[src/hdl/pplh_pkg.sv]
package pplh_pkg;

  // clock and control timing
  localparam int CLK_KHZ    = 250000;
  localparam int PERIOD_MS  = 16;
  localparam int PERIOD_CYC = PERIOD_MS * CLK_KHZ;
  localparam int FLASH_MS   = 50;
  localparam int FLASH_CYC  = FLASH_MS * CLK_KHZ;

  // power scale and fault threshold (25 % rounded up)
  localparam int PWR_FULL_I  = 127;
  localparam int FAULT_PCT   = 25;
  localparam logic signed [7:0] PWR_MAX   = 8'sh7f;
  localparam logic signed [7:0] PWR_MIN   = -8'sh7f;
  localparam logic [7:0] FAULT_PWR =
    8'((PWR_FULL_I * FAULT_PCT + 99) / 100);

  // gain fixed point and integrator bound
  localparam int GAIN_SHIFT = 4;
  localparam logic signed [15:0] INTEG_MAX = 16'sh0fff;
  localparam logic signed [15:0] INTEG_MIN = -16'sh0fff;

  // status display codes
  localparam logic [3:0] DIGIT_ENC_FAULT = 4'h8;
  localparam logic [3:0] DIGIT_NONE      = 4'h0;
  localparam logic [1:0] CLASS_NORMAL    = 2'h0;
  localparam logic [1:0] CLASS_PERM      = 2'h2;

  // register byte offsets
  localparam logic [31:0] REG_CTRL   = 32'h0000_0000;
  localparam logic [31:0] REG_GAINS  = 32'h0000_0004;
  localparam logic [31:0] REG_CMD    = 32'h0000_0008;
  localparam logic [31:0] REG_STATUS = 32'h0000_000c;
  localparam logic [31:0] REG_POS    = 32'h0000_0010;

  // reset values
  localparam logic [2:0]  CTRL_RST  = 3'h0;
  localparam logic [23:0] GAINS_RST = 24'h00_00_10;
  localparam logic [15:0] CMD_RST   = 16'h0000;

  localparam logic [1:0] RESP_OKAY   = 2'h0;
  localparam logic [1:0] RESP_SLVERR = 2'h2;

  typedef struct packed {
    logic [7:0] kd;
    logic [7:0] ki;
    logic [7:0] kp;
  } pplh_gains_t;

  typedef struct packed {
    logic enc_chk;
    logic ana_cmd;
    logic run;
  } pplh_ctrl_t;

  typedef enum logic [1:0] {
    ST_IDLE = 2'b00,
    ST_RUN  = 2'b01,
    ST_STOP = 2'b10,
    ST_HALT = 2'b11
  } pplh_state_t;

  // magnitude at or above the fault threshold
  function automatic logic is_high(input logic signed [7:0] p);
    logic [7:0] mag;
    mag = p[7] ? 8'(-p) : 8'(p);
    return mag >= FAULT_PWR;
  endfunction

endpackage

[src/hdl/pplh_sync.sv]
`timescale 1ns/1ps
`default_nettype none

module pplh_sync #(
  parameter int W = 1
) (
  input  wire logic         aclk,
  input  wire logic         aresetn,
  input  wire logic         ce,
  input  wire logic [W-1:0] din,
  output logic      [W-1:0] dout
);

  logic [W-1:0] meta_q;

  // two stage capture of pin levels
  always_ff @(posedge aclk)
  begin
    if (!aresetn)
    begin
      meta_q <= '0;
      dout   <= '0;
    end
    else if (ce)
    begin
      meta_q <= din;
      dout   <= meta_q;
    end
  end

endmodule

`default_nettype wire

[src/hdl/pplh_pid_chan.sv]
`timescale 1ns/1ps
`default_nettype none

module pplh_pid_chan (
  input  wire logic                 aclk,
  input  wire logic                 aresetn,
  input  wire logic                 ce,
  input  wire logic                 tick,
  input  wire logic                 hold,
  input  wire pplh_pkg::pplh_gains_t gains,
  input  wire logic signed [7:0]    cmd,
  input  wire logic signed [7:0]    fb,
  output logic signed [7:0]         power,
  output logic signed [8:0]         err
);

  logic signed [15:0] integ_q;
  logic signed [8:0]  err_d;
  logic signed [9:0]  derr;
  logic signed [16:0] integ_sum;
  logic signed [15:0] integ_d;
  logic signed [27:0] p_term;
  logic signed [27:0] i_term;
  logic signed [27:0] d_term;
  logic signed [27:0] sum;
  logic signed [27:0] scaled;
  logic signed [7:0]  power_d;

  // error, its change and the bounded running sum
  assign err_d     = 9'(cmd) - 9'(fb);
  assign derr      = 10'(err_d) - 10'(err);
  assign integ_sum = 17'(integ_q) + 17'(err_d);
  assign integ_d   = (integ_sum > 17'(pplh_pkg::INTEG_MAX))
                   ? pplh_pkg::INTEG_MAX
                   : (integ_sum < 17'(pplh_pkg::INTEG_MIN))
                   ? pplh_pkg::INTEG_MIN
                   : 16'(integ_sum);

  // three gain products, shared gain set
  assign p_term = 28'(signed'({1'b0, gains.kp})) * 28'(err_d);
  assign i_term = 28'(signed'({1'b0, gains.ki})) * 28'(integ_d);
  assign d_term = 28'(signed'({1'b0, gains.kd})) * 28'(derr);
  assign sum    = p_term + i_term + d_term;
  assign scaled = sum >>> pplh_pkg::GAIN_SHIFT;
  assign power_d = (scaled > 28'(pplh_pkg::PWR_MAX)) ? pplh_pkg::PWR_MAX
                 : (scaled < 28'(pplh_pkg::PWR_MIN)) ? pplh_pkg::PWR_MIN
                 : 8'(scaled);

  // update once per control period
  always_ff @(posedge aclk)
  begin
    if (!aresetn)
    begin
      integ_q <= '0;
      err     <= '0;
      power   <= '0;
    end
    else if (ce && tick)
    begin
      err     <= err_d;
      integ_q <= hold ? 16'sh0000 : integ_d;
      power   <= hold ? 8'sh00 : power_d;
    end
  end

  AST_ERR_SAMPLE: assert property (@(posedge aclk) disable iff (!aresetn)
    ce && tick |=> err == $past(err_d))
    else $error("error not sampled at period tick");

  AST_P_ONLY: assert property (@(posedge aclk) disable iff (!aresetn)
    ce && tick && !hold && gains.ki == 8'h00 && gains.kd == 8'h00
    && err_d == 9'sh000 |=> power == 8'sh00)
    else $error("power not zero with zero error");

  AST_SAT: assert property (@(posedge aclk) disable iff (!aresetn)
    ce && tick && !hold && sum > 28'sh00007ff
    |=> power == pplh_pkg::PWR_MAX)
    else $error("output not saturated");

endmodule

`default_nettype wire

[src/hdl/pplh_top.sv]
// Decided for this implementation: register access over AXI4-Lite and the register offsets.
`timescale 1ns/1ps
`default_nettype none

module pplh_top #(
  parameter int PERIOD_CYC = pplh_pkg::PERIOD_CYC,
  parameter int FLASH_CYC  = pplh_pkg::FLASH_CYC
) (
  input  wire logic        aclk,
  input  wire logic        aresetn,
  input  wire logic        ce,
  input  wire logic [31:0] s_axi_awaddr,
  input  wire logic        s_axi_awvalid,
  output logic             s_axi_awready,
  input  wire logic [31:0] s_axi_wdata,
  input  wire logic [3:0]  s_axi_wstrb,
  input  wire logic        s_axi_wvalid,
  output logic             s_axi_wready,
  output logic [1:0]       s_axi_bresp,
  output logic             s_axi_bvalid,
  input  wire logic        s_axi_bready,
  input  wire logic [31:0] s_axi_araddr,
  input  wire logic        s_axi_arvalid,
  output logic             s_axi_arready,
  output logic [31:0]      s_axi_rdata,
  output logic [1:0]       s_axi_rresp,
  output logic             s_axi_rvalid,
  input  wire logic        s_axi_rready,
  input  wire logic [7:0]  ana_in1,
  input  wire logic [7:0]  ana_in2,
  input  wire logic [7:0]  ana_in3,
  input  wire logic [7:0]  ana_in4,
  input  wire logic        estop_in,
  input  wire logic [1:0]  enc_a,
  input  wire logic [1:0]  enc_b,
  output logic [7:0]       mot_pwr1,
  output logic [7:0]       mot_pwr2,
  output logic             mot_en,
  output logic [3:0]       disp_digit,
  output logic             disp_lit,
  output logic [1:0]       disp_class
);

  // apply byte enables to a register word
  function automatic logic [31:0] merge(input logic [31:0] old,
                                        input logic [31:0] wd,
                                        input logic [3:0]  st);
    logic [31:0] r;
    r = old;
    for (int i = 0; i < 4; i++)
      if (st[i])
        r[i*8 +: 8] = wd[i*8 +: 8];
    return r;
  endfunction

  pplh_pkg::pplh_ctrl_t  ctrl_q;
  pplh_pkg::pplh_gains_t gains_q;
  pplh_pkg::pplh_state_t st_q;
  pplh_pkg::pplh_state_t st_d;
  logic [15:0]        cmd_q;
  logic [31:0]        awaddr_q;
  logic [31:0]        wdata_q;
  logic [3:0]         wstrb_q;
  logic               aw_full_q;
  logic               w_full_q;
  logic [31:0]        per_cnt_q;
  logic               tick_q;
  logic [31:0]        fl_cnt_q;
  logic               flash_q;
  logic [3:0]         enc_p_q;
  logic               moved_q;
  logic [36:0]        pins_s;
  logic [7:0]         a1_s;
  logic [7:0]         a2_s;
  logic [7:0]         a3_s;
  logic [7:0]         a4_s;
  logic               estop_s;
  logic [3:0]         enc_s;
  logic signed [7:0]  fb1;
  logic signed [7:0]  fb2;
  logic signed [7:0]  cmd1;
  logic signed [7:0]  cmd2;
  logic signed [7:0]  pid1;
  logic signed [7:0]  pid2;
  logic signed [8:0]  err1;
  logic signed [8:0]  err2;
  logic               hold;
  logic               halt_hit;
  logic               run_ok;
  logic               moved_now;
  logic               aw_hs;
  logic               w_hs;
  logic               ar_hs;
  logic               wr_go;
  logic               wr_ctrl;
  logic               wr_gains;
  logic               wr_cmd;
  logic               wr_hit;
  logic               rd_hit;
  logic [31:0]        rd_word;

  // all pin inputs pass two flops
  pplh_sync #(.W(37)) u_sync (
    .aclk    (aclk),
    .aresetn (aresetn),
    .ce      (ce),
    .din     ({ana_in1, ana_in2, ana_in3, ana_in4, estop_in, enc_a, enc_b}),
    .dout    (pins_s)
  );
  assign {a1_s, a2_s, a3_s, a4_s, estop_s, enc_s} = pins_s;

  // command and feedback source selection
  assign fb1  = ctrl_q.ana_cmd ? a3_s : a1_s;
  assign fb2  = ctrl_q.ana_cmd ? a4_s : a2_s;
  assign cmd1 = ctrl_q.ana_cmd ? a1_s : cmd_q[7:0];
  assign cmd2 = ctrl_q.ana_cmd ? a2_s : cmd_q[15:8];
  assign hold = (st_q != pplh_pkg::ST_RUN);

  // one loop per channel, same gain set
  pplh_pid_chan u_pid1 (
    .aclk    (aclk),
    .aresetn (aresetn),
    .ce      (ce),
    .tick    (tick_q),
    .hold    (hold),
    .gains   (gains_q),
    .cmd     (cmd1),
    .fb      (fb1),
    .power   (pid1),
    .err     (err1)
  );
  pplh_pid_chan u_pid2 (
    .aclk    (aclk),
    .aresetn (aresetn),
    .ce      (ce),
    .tick    (tick_q),
    .hold    (hold),
    .gains   (gains_q),
    .cmd     (cmd2),
    .fb      (fb2),
    .power   (pid2),
    .err     (err2)
  );

  // control period and flash timers
  always_ff @(posedge aclk)
  begin
    if (!aresetn)
    begin
      per_cnt_q <= '0;
      tick_q    <= 1'b0;
      fl_cnt_q  <= '0;
      flash_q   <= 1'b0;
    end
    else if (ce)
    begin
      tick_q    <= (per_cnt_q == 32'(PERIOD_CYC - 2));
      per_cnt_q <= (per_cnt_q == 32'(PERIOD_CYC - 1)) ? '0 : per_cnt_q + 1;
      if (fl_cnt_q == 32'(FLASH_CYC - 1))
      begin
        fl_cnt_q <= '0;
        flash_q  <= ~flash_q;
      end
      else
        fl_cnt_q <= fl_cnt_q + 1;
    end
  end

  // encoder motion seen during the current period
  assign moved_now = |(enc_s ^ enc_p_q);
  assign halt_hit  = tick_q && ctrl_q.enc_chk && !moved_q && !moved_now
                   && (pplh_pkg::is_high(mot_pwr1)
                   || pplh_pkg::is_high(mot_pwr2));

  always_ff @(posedge aclk)
  begin
    if (!aresetn)
    begin
      enc_p_q <= '0;
      moved_q <= 1'b0;
    end
    else if (ce)
    begin
      enc_p_q <= enc_s;
      moved_q <= moved_now | (moved_q & ~tick_q); // motion on tick kept
    end
  end

  // controller state, halt leaves only by reset
  always_comb
  begin
    case (st_q)
      pplh_pkg::ST_HALT:
        st_d = pplh_pkg::ST_HALT;
      pplh_pkg::ST_RUN:
        if (halt_hit)
          st_d = pplh_pkg::ST_HALT;
        else if (estop_s)
          st_d = pplh_pkg::ST_STOP;
        else if (!ctrl_q.run)
          st_d = pplh_pkg::ST_IDLE;
        else
          st_d = pplh_pkg::ST_RUN;
      pplh_pkg::ST_STOP:
        st_d = estop_s ? pplh_pkg::ST_STOP : pplh_pkg::ST_IDLE;
      pplh_pkg::ST_IDLE:
        st_d = (ctrl_q.run && !estop_s) ? pplh_pkg::ST_RUN
                                        : (estop_s ? pplh_pkg::ST_STOP
                                                   : pplh_pkg::ST_IDLE);
      default:
        st_d = pplh_pkg::ST_IDLE;
    endcase
  end

  assign run_ok = (st_d == pplh_pkg::ST_RUN) && !estop_s;

  // motor drive and status display
  always_ff @(posedge aclk)
  begin
    if (!aresetn)
    begin
      st_q       <= pplh_pkg::ST_IDLE;
      mot_pwr1   <= '0;
      mot_pwr2   <= '0;
      mot_en     <= 1'b0;
      disp_digit <= pplh_pkg::DIGIT_NONE;
      disp_lit   <= 1'b0;
      disp_class <= pplh_pkg::CLASS_NORMAL;
    end
    else if (ce)
    begin
      st_q     <= st_d;
      mot_pwr1 <= run_ok ? pid1 : 8'h00;
      mot_pwr2 <= run_ok ? pid2 : 8'h00;
      mot_en   <= run_ok;
      if (st_d == pplh_pkg::ST_HALT)
      begin
        disp_digit <= pplh_pkg::DIGIT_ENC_FAULT;
        disp_lit   <= flash_q;
        disp_class <= pplh_pkg::CLASS_PERM;
      end
      else
      begin
        disp_digit <= pplh_pkg::DIGIT_NONE;
        disp_lit   <= 1'b1;
        disp_class <= pplh_pkg::CLASS_NORMAL;
      end
    end
  end

  // bus handshakes and address decode
  assign aw_hs    = s_axi_awvalid && s_axi_awready;
  assign w_hs     = s_axi_wvalid && s_axi_wready;
  assign ar_hs    = s_axi_arvalid && s_axi_arready;
  assign wr_go    = aw_full_q && w_full_q && !s_axi_bvalid;
  assign wr_ctrl  = wr_go && (awaddr_q == pplh_pkg::REG_CTRL);
  assign wr_gains = wr_go && (awaddr_q == pplh_pkg::REG_GAINS);
  assign wr_cmd   = wr_go && (awaddr_q == pplh_pkg::REG_CMD);
  assign wr_hit   = (awaddr_q == pplh_pkg::REG_CTRL)
                 || (awaddr_q == pplh_pkg::REG_GAINS)
                 || (awaddr_q == pplh_pkg::REG_CMD)
                 || (awaddr_q == pplh_pkg::REG_STATUS)
                 || (awaddr_q == pplh_pkg::REG_POS);
  assign rd_hit   = (s_axi_araddr == pplh_pkg::REG_CTRL)
                 || (s_axi_araddr == pplh_pkg::REG_GAINS)
                 || (s_axi_araddr == pplh_pkg::REG_CMD)
                 || (s_axi_araddr == pplh_pkg::REG_STATUS)
                 || (s_axi_araddr == pplh_pkg::REG_POS);
  assign rd_word  =
      (s_axi_araddr == pplh_pkg::REG_CTRL)   ? {29'h0, ctrl_q}
    : (s_axi_araddr == pplh_pkg::REG_GAINS)  ? {8'h00, gains_q}
    : (s_axi_araddr == pplh_pkg::REG_CMD)    ? {16'h0000, cmd_q}
    : (s_axi_araddr == pplh_pkg::REG_STATUS) ? {8'h00, mot_pwr2, mot_pwr1,
                                                5'h00, mot_en, estop_s,
                                                (st_q == pplh_pkg::ST_HALT)}
    : (s_axi_araddr == pplh_pkg::REG_POS)    ? {err2[8:1], err1[8:1],
                                                fb2, fb1}
    : 32'h0000_0000;

  // write channel: address and data in either order
  always_ff @(posedge aclk)
  begin
    if (!aresetn)
    begin
      s_axi_awready <= 1'b1;
      s_axi_wready  <= 1'b1;
      aw_full_q     <= 1'b0;
      w_full_q      <= 1'b0;
      awaddr_q      <= '0;
      wdata_q       <= '0;
      wstrb_q       <= '0;
      s_axi_bvalid  <= 1'b0;
      s_axi_bresp   <= pplh_pkg::RESP_OKAY;
    end
    else if (ce)
    begin
      if (aw_hs)
      begin
        awaddr_q      <= s_axi_awaddr;
        aw_full_q     <= 1'b1;
        s_axi_awready <= 1'b0;
      end
      if (w_hs)
      begin
        wdata_q      <= s_axi_wdata;
        wstrb_q      <= s_axi_wstrb;
        w_full_q     <= 1'b1;
        s_axi_wready <= 1'b0;
      end
      if (wr_go)
      begin
        s_axi_bvalid <= 1'b1;
        s_axi_bresp  <= wr_hit ? pplh_pkg::RESP_OKAY : pplh_pkg::RESP_SLVERR;
        aw_full_q    <= 1'b0;
        w_full_q     <= 1'b0;
      end
      if (s_axi_bvalid && s_axi_bready)
      begin
        s_axi_bvalid  <= 1'b0;
        s_axi_awready <= 1'b1;
        s_axi_wready  <= 1'b1;
      end
    end
  end

  // writable registers
  always_ff @(posedge aclk)
  begin
    if (!aresetn)
    begin
      ctrl_q  <= pplh_pkg::CTRL_RST;
      gains_q <= pplh_pkg::GAINS_RST;
      cmd_q   <= pplh_pkg::CMD_RST;
    end
    else if (ce)
    begin
      if (wr_ctrl)
        ctrl_q <= 3'(merge({29'h0, ctrl_q}, wdata_q, wstrb_q));
      if (wr_gains)
        gains_q <= 24'(merge({8'h00, gains_q}, wdata_q, wstrb_q));
      if (wr_cmd)
        cmd_q <= 16'(merge({16'h0000, cmd_q}, wdata_q, wstrb_q));
    end
  end

  // read channel
  always_ff @(posedge aclk)
  begin
    if (!aresetn)
    begin
      s_axi_arready <= 1'b1;
      s_axi_rvalid  <= 1'b0;
      s_axi_rdata   <= '0;
      s_axi_rresp   <= pplh_pkg::RESP_OKAY;
    end
    else if (ce)
    begin
      if (ar_hs)
      begin
        s_axi_arready <= 1'b0;
        s_axi_rvalid  <= 1'b1;
        s_axi_rdata   <= rd_word;
        s_axi_rresp   <= rd_hit ? pplh_pkg::RESP_OKAY : pplh_pkg::RESP_SLVERR;
      end
      else if (s_axi_rvalid && s_axi_rready)
      begin
        s_axi_rvalid  <= 1'b0;
        s_axi_arready <= 1'b1;
      end
    end
  end

  AST_HALT_SET: assert property (@(posedge aclk) disable iff (!aresetn)
    ce && st_q == pplh_pkg::ST_RUN && halt_hit
    |=> st_q == pplh_pkg::ST_HALT && mot_pwr1 == 8'h00)
    else $error("encoder fault did not halt");

  AST_HALT_STICKY: assert property (@(posedge aclk) disable iff (!aresetn)
    st_q == pplh_pkg::ST_HALT |=> st_q == pplh_pkg::ST_HALT
    && mot_pwr1 == 8'h00 && mot_pwr2 == 8'h00 && !mot_en)
    else $error("halt released or power applied");

  AST_DISP8: assert property (@(posedge aclk) disable iff (!aresetn)
    st_q == pplh_pkg::ST_HALT && ce |=> disp_digit == pplh_pkg::DIGIT_ENC_FAULT
    && disp_class == pplh_pkg::CLASS_PERM)
    else $error("fault digit not shown");

  AST_ESTOP: assert property (@(posedge aclk) disable iff (!aresetn)
    ce && estop_s |=> mot_pwr1 == 8'h00 && mot_pwr2 == 8'h00 && !mot_en)
    else $error("emergency stop did not disable both channels");

  AST_FB_SEL: assert property (@(posedge aclk) disable iff (!aresetn)
    ctrl_q.ana_cmd |-> fb1 == a3_s && fb2 == a4_s && cmd1 == a1_s)
    else $error("analog mode feedback routing wrong");

  AST_TICK_GAP: assert property (@(posedge aclk) disable iff (!aresetn)
    ce && tick_q |=> !tick_q)
    else $error("period tick lasted more than one cycle");

endmodule

`default_nettype wire

[config.mk]
export PLATFORM = sky130hd
export DESIGN_NAME = pplh_top
export DESIGN_NICKNAME = d
export VERILOG_FILES = /design/src/hdl/pplh_pkg.sv /design/src/hdl/pplh_sync.sv /design/src/hdl/pplh_pid_chan.sv /design/src/hdl/pplh_top.sv
export SDC_FILE = /design/constraint.sdc
export NUM_CORES = 2
export LEC_CHECK = 0
export ABC_AREA = 0
export ABC_CLOCK_PERIOD_IN_PS = 21000
export BUFFER_PORTS_ARGS = -buffer_cell sky130_fd_sc_hd__buf_2
export CAP_MARGIN = 20
export CORE_ASPECT_RATIO = 1.4
export CORE_MARGIN = 10
export CORE_UTILIZATION = 60
export CTS_CLUSTER_DIAMETER = 100
export DETAILED_ROUTE_END_ITERATION = 10
export PLACE_DENSITY = 0.78
export SYNTH_ARGS = -nofsm -noshare
export SYNTH_HDL_FRONTEND = slang
export SYNTH_SLANG_ARGS = --single-unit
export TNS_END_PERCENT = 30
[constraint.sdc]
create_clock -name aclk -period 21 [get_ports aclk]
set_clock_uncertainty 0.05 [all_clocks]
set_input_delay 4.2 -clock aclk [delete_from_list [all_inputs] [get_ports aclk]]
set_output_delay 4.2 -clock aclk [all_outputs]
set_load 0.1 [all_outputs]
======== Word-level counts from Yosys, hierarchy flattened ========
Index checks and enable logic that the tools add are counted.
cells by class
  add/sub/neg operators ................... 14
  $mul .................................... 6
  div/mod/pow operators ................... 0
  $lt $le $gt $ge ......................... 10
  equality and inequality tests ........... 17
  shift-type cells ........................ 0
  multiplexer cells ....................... 52
  bitwise logic cells ..................... 5
  reduce and logical (&&, ||, !) cells .... 57
operator list
  operator               number
  $mux 32                7
  $eq 32x4->1 const B    4
  $mux 8                 14
  $mux 16                6
  $add 32x1->32 const B  2
  $eq 32x22->1 const B   2
  $eq 32x3->1 const B    2
  $eq 32x5->1 const B    2
  $logic_not 32->1       2
  $add 28x19->28         2
  $add 28x28->28         2
  $mul 9x16->25          2
  $gt 24x8->1 const B    2
  $lt 24x8->1 const B    2
  $mul 9x10->19          2
  $mul 9x9->18           2
  $add 16x9->17          2
  $gt 17x13->1 const B   2
  $lt 17x13->1 const B   2
  $eq 32x24->1 const B   1
  $reduce_and 2->1       11
  $sub 9x9->10           2
  $reduce_and 3->1       6
  $sub 8x8->9            2
  19 further kinds       78
storage, ports and cells
  register bits after elaboration ......... 382
  bits in latches ......................... 0
  memory bits (writable) .................. 0
  ROM bits ................................ 0
  memories kept ........................... 0

======== Depth between registers and ports, before layout ========
  depth after elaboration ................. 13
  depth in mapped cells ................... 66

======== By module ========
Synthesis repeated with hierarchy kept, for this count alone.
second synthesis, totals
  cells, all modules ...................... 4910
  area total of the unflattened synthesis .. 43344.1 um^2
modules (own cells, without submodules)
  module                  instances  cells an instance  area each (um^2)  sequential area each (um^2)
  pplh_pid_chan (u_pid1)  1          1752               14968.1           660.6
  pplh_pid_chan (u_pid2)  1          1733               14868.0           660.6
  pplh_top                1          1187               10706.5           4704.5
  pplh_sync               1          238                2801.4            1481.4

======== Least setup slack after synthesis ========
Ideal clock, no wire load.
  path kind ............................... flip-flop to flip-flop
  start ................................... register ctrl_q[1] (netlist name)
  end ..................................... register u_pid2.power[0]
  library setup time ...................... 0.123 ns
  arrival time ............................ 14.459 ns
  required time ........................... 20.827 ns
  slack ................................... 6.369 ns
  cell stages (with the launch flop) ...... 65
  path buffers ............................ 5
  path through ............................ dfxtp_1 > clkbuf_1 > clkbuf_1 > clkbuf_1 > clkbuf_1 > mux2i_1 > ha_1 > fa_1 > nor2b_1 > o21ai_0 > nand2b_1 > a21o_1 > a21o_1 > a211oi_1 > mux2i_1 > inv_1 > ha_1 > clkbuf_1 > [... 29 more ...] > fa_1 > inv_1 > fa_1 > inv_1 > fa_1 > inv_1 > ha_1 > nand3_1 > nor3_1 > and3_1 > a2111oi_4 > nand3b_1 > a2111oi_1 > nand4_1 > or3_1 > mux2_2 > a21oi_1 > o21ai_1
on the way
  word-level cells in the longest chain between the ends .. 13
RTL lines
  element                           line                              text
  start, declared                   pplh_top.sv:56                    pplh_pkg::pplh_ctrl_t ctrl_q;
  start signal, assigned            pplh_top.sv:331                   ctrl_q <= pplh_pkg::CTRL_RST;
  start signal, assigned            pplh_top.sv:338                   ctrl_q <= 3'(merge({29'h0, ctrl_q}, wdata_q, wstrb_q));
  $mux 8, on equally long branches  pplh_top.sv:116, pplh_top.sv:114
  $sub 8x8->9 (*)                   pplh_pid_chan.sv:30               assign err_d = 9'(cmd) - 9'(fb);
  net u_pid2.err_d[8]               pplh_pid_chan.sv:18               logic signed [8:0] err_d;
  $add 16x9->17                     pplh_pid_chan.sv:32               assign integ_sum = 17'(integ_q) + 17'(err_d);
  $lt 17x13->1                      pplh_pid_chan.sv:35               : (integ_sum < 17'(pplh_pkg::INTEG_MIN))
  $mux 16                           pplh_pid_chan.sv:36               ? pplh_pkg::INTEG_MIN
  $mux 16                           pplh_pid_chan.sv:34               ? pplh_pkg::INTEG_MAX
  $mul 9x16->25                     pplh_pid_chan.sv:41               assign i_term = 28'(signed'({1'b0, gains.ki})) * 28'(integ_d);
  $add 28x28->28                    pplh_pid_chan.sv:43               assign sum = p_term + i_term + d_term;
  $add 28x19->28 (*)                pplh_pid_chan.sv:43
  $lt 24x8->1                       pplh_pid_chan.sv:46               : (scaled < 28'(pplh_pkg::PWR_MIN)) ? pplh_pkg::PWR_MIN
  $mux 8                            pplh_pid_chan.sv:46
  $mux 8 (*)                        pplh_pid_chan.sv:45               assign power_d = (scaled > 28'(pplh_pkg::PWR_MAX)) ? pplh_pkg::PWR_MAX
  $mux 8 (*)                        pplh_pid_chan.sv:62               power <= hold ? 8'sh00 : power_d;
  end signal, assigned              pplh_pid_chan.sv:62
  end, declared                     pplh_pid_chan.sv:13               output logic signed [7:0] power,
The timed path passes the listed nets; every way through them passes the cells marked *.
A chain may end at the register's enable or synchronous reset.

======== Worst setup path after layout ========
Same ends and word-level chain as after synthesis.

==> impl_metrics.tcl <==
set metrics [dict create \
    critical_path_required_ns 21.40 \
    grt_usage_pct 25.80 \
    worstMarginPinSlew_ns 1.133 \
    drive_gt1_share_pct 7.195 \
    slew_headroom_pct 24.40 \
    cp_slowest_stage_delay_ns 0.93 \
    rr_startpoint "ctrl_q[1]$_SDFFE_PN0P_" \
    critical_path.top_delay_family "adder cells" \
    holdCritStartpoint "awaddr_q[20]$_SDFFE_PN0P_" \
    grt_pass1_wl_mm 171.2 \
    synth_edf_count 0 \
    timing.final.crit_share_pct 74.45 \
    powerDensity_mw_per_mm2 45.38 \
    crit_buf_inv 7 \
    ioPinCount 210 \
    areaGrowthSynthToFinish_pct 7.664 \
    start_util_pct 60.26 \
    final_util_pct 64.88 \
    cts_resized 0 \
    netlist_instances 4813 \
    dieArea_sq_mm 0.08026 \
    firstDrtPassIters 8 \
    async_flop_share_pct 0 \
    postCtsHoldBufs 0 \
    endpoint_kind "flip-flop" \
    critical_path_class "reg2reg" \
    numCtsBuffers 38 \
    wire_per_inst_um 17.56 \
    remaining_drc_errors 0 \
    synth_area_leaders "fa_1 26%, dfxtp_1 18%, ha_1 12%" \
    yosysWarnings 0 \
    hold_violations 0 \
    final_cells 5879 \
    timing.rr.end "u_pid2.power[0]$_SDFFE_PN0P_" \
    reg2reg_depth 55 \
    io_buffers 194 \
    synth_top_area_share_pct 25.75 \
    cp-start-kind "flip-flop" \
    vdd_ir_drop_max_mv 0.05397 \
    clkLatencyLatePin_ns 0.58 \
    synth_cell_types 87 \
    die_x_um 242.3 \
    yosysTopAreaCell "fa_1" \
    synth.avg_cell_area_sq_um 8.626 \
    slew_viol_final 0 \
    dpl.hpwl_mm 81.50 \
    synth_area_sq_mm 0.04152 \
    fmax_mhz 63.96 \
    num_rows 114 \
    path_clk_slew_ns 0.06 \
    grt_max_degree 110 \
    grt_antenna_before_repair 3 \
    setup_tns_ns 0 \
    setup_viol 0 \
    crit_fanout 34 \
    leakage_nw 21.76 \
    tritoncts "built" \
    slowest_stage "dfxtp_2" \
    avgViaCountPerCell 5.626 \
    grt_setup_unrepaired "false" \
    cts_buffer_depth 3 \
    min_path_type "reg2reg" \
    cts_root_buf "clkbuf_16" \
    clock_sinks 375 \
    routed_wirelength_mm 103.2 \
    ant_nets 0 \
    maxCapViolations 0 \
    vias 33080 \
    dp_cells 5802 \
    r2r_setup_slack_ns 5.37 \
    gp_congestion 0.9302 \
    grt_overflow 0 \
    grt_pass1_vias 33840 \
    synthFlopType "dfxtp_1" \
    outcome "finished clean" \
    whs_endpoint "awaddr_q[20]$_SDFFE_PN0P_" \
    worstPathArrival_ns 16.03 \
    die_h_um 331.2 \
    fin_crit_ns 15.63 \
    ys_ff_latch 375 \
    nets 5981 \
    ys_seq_area_share_pct 18.08 \
    cts_setup_buffers 0 \
    drtIter0Drc 1984 \
    holdPathStages 2 \
    core_region_area_sq_mm 0.06889 \
    htree_levels 2 \
]
-- cell type report --
class	instances	area [sq um]
Multi-Input combinational cell	3467	30340
Fill cell	5684	24200
Sequential cell	375	7508
Inverter	796	2995
Timing Repair Buffer	241	1393
Tap cell	928	1161
Clock buffer	53	1089
Clock inverter	16	202.7
Antenna cell	3	7.507
-- state kept, by name, summed over array words and instances (netlist names), 2 cells and up --
register and count:
wstrb_q 3, gains_q 24, mot_pwr1 8, enc_p_q 4, st_q 2, u_pid1.integ_q 16, u_pid2.power 8, mot_pwr2 8
u_pid1.power 8, awaddr_q 32, wdata_q 24, u_pid2.integ_q 16, u_pid2.err 9, fl_cnt_q 32, u_sync.meta_q 37, ctrl_q 3
per_cnt_q 32, cmd_q 16, u_sync.dout 37, s_axi_rdata 32, u_pid1.err 9
-- metal layers --
| layer | GRT usage, % | wire, um |
|---|---|---|
| met1 | 29.89 | 39660 |
| met2 | 45.35 | 51270 |
| met3 | 4.006 | 6515 |
| met4 | 13.35 | 5789 |
| met5 | 0 | 8 |
-- tightest hold or removal path, stage by stage (launching register included) --
cell and delay [ns]:
dfxtp_1 0.31, nand2_1 0.05, a21oi_1 0.05
-- metrics by stage --
step | worst slack [ns] | instance area (sq um) | total power, mW | hold WS, ns
floorplan | 6.369 | 41530 | 1.166 | 0.3759
global placement | 5.706 | 43290 | 1.312 | 0.3858
detailed placement | 5.399 | 43300 | 1.326 | 0.3967
CTS | 5.394 | 44590 | 2.035 | 0.4051
global route | 4.343 | 44700 | 2.132 | 0.4231
finish | 5.366 | 44700 | 2.028 | 0.4048
-- where the power goes --
part / total [mW] / leakage, nW / switching [mW] / internal, mW
sequential: 0.740 / 3.04 / 0.0129 / 0.728
combinational: 0.577 / 18.1 / 0.382 / 0.194
clock: 0.711 / 0.627 / 0.306 / 0.405
-- Yosys cell counts, drive strengths merged, types with 60 or more instances --
library cell and number:
dfxtp 375, fa 534, a21oi 244, nor2b 68, inv 796, nor2 341
ha 383, and2 262, xor2 109, nand3 60, nand2 589, o21ai 111
mux2i 121, xnor2 113, clkbuf 162
-- worst max-delay path by stage --
stage	slack, ns	endpoint	from	depth (start not counted)
CTS	5.39	u_pid2.power[0]$_SDFFE_PN0P_	ctrl_q[1]$_SDFFE_PN0P_	53
detailed placement	5.40	u_pid2.power[0]$_SDFFE_PN0P_	ctrl_q[1]$_SDFFE_PN0P_	53
finish	5.37	u_pid2.power[0]$_SDFFE_PN0P_	ctrl_q[1]$_SDFFE_PN0P_	55
global route	4.34	u_pid2.power[0]$_SDFFE_PN0P_	ctrl_q[1]$_SDFFE_PN0P_	55
floorplan	6.37	u_pid2.power[0]$_SDFFE_PN0P_	ctrl_q[1]$_SDFFE_PN0P_	64
global placement	5.71	u_pid2.power[0]$_SDFFE_PN0P_	ctrl_q[1]$_SDFFE_PN0P_	55
-- cell usage in the layout (no fill, tap or decap), types with 7 or more instances in the layout --
master,n
a211oi_1,30
fa_1,534
nor2b_1,68
a221o_1,8
a31oi_1,13
a221oi_1,13
o211ai_1,10
a21o_1,56
inv_1,795
mux2_2,20
buf_2,194
a222oi_1,12
ha_1,383
o21a_1,17
or3_1,19
a21oi_1,241
nor3_1,36
xor2_1,109
a22o_1,17
and2_1,262
and3_1,26
nor2_1,340
nand2b_1,33
nand3_1,60
o21ai_1,12
nand4_1,32
dfxtp_1,374
xnor2_1,113
o21ai_0,98
nand2_1,588
buf_4,42
nor4_1,28
mux2i_1,121
clkbuf_1,8
clkbuf_16,40
or4_1,7
a22oi_1,25
or2_2,10
o21bai_1,14
-- cells by family after synthesis --
logic type | count (synthesis) | synth area share [%]
XOR/XNOR | 222 | 4.683
multiplexers | 141 | 3.460
other | 1 | 0.009033
AND/OR/NAND/NOR | 1549 | 17.71
AO/OA/AOI/OAI | 632 | 9.852
flip-flops | 375 | 18.08
buffers and inverters | 976 | 8.909
adder cells (fa/ha/maj) | 917 | 37.29
(Power assumes the default switching activity.)
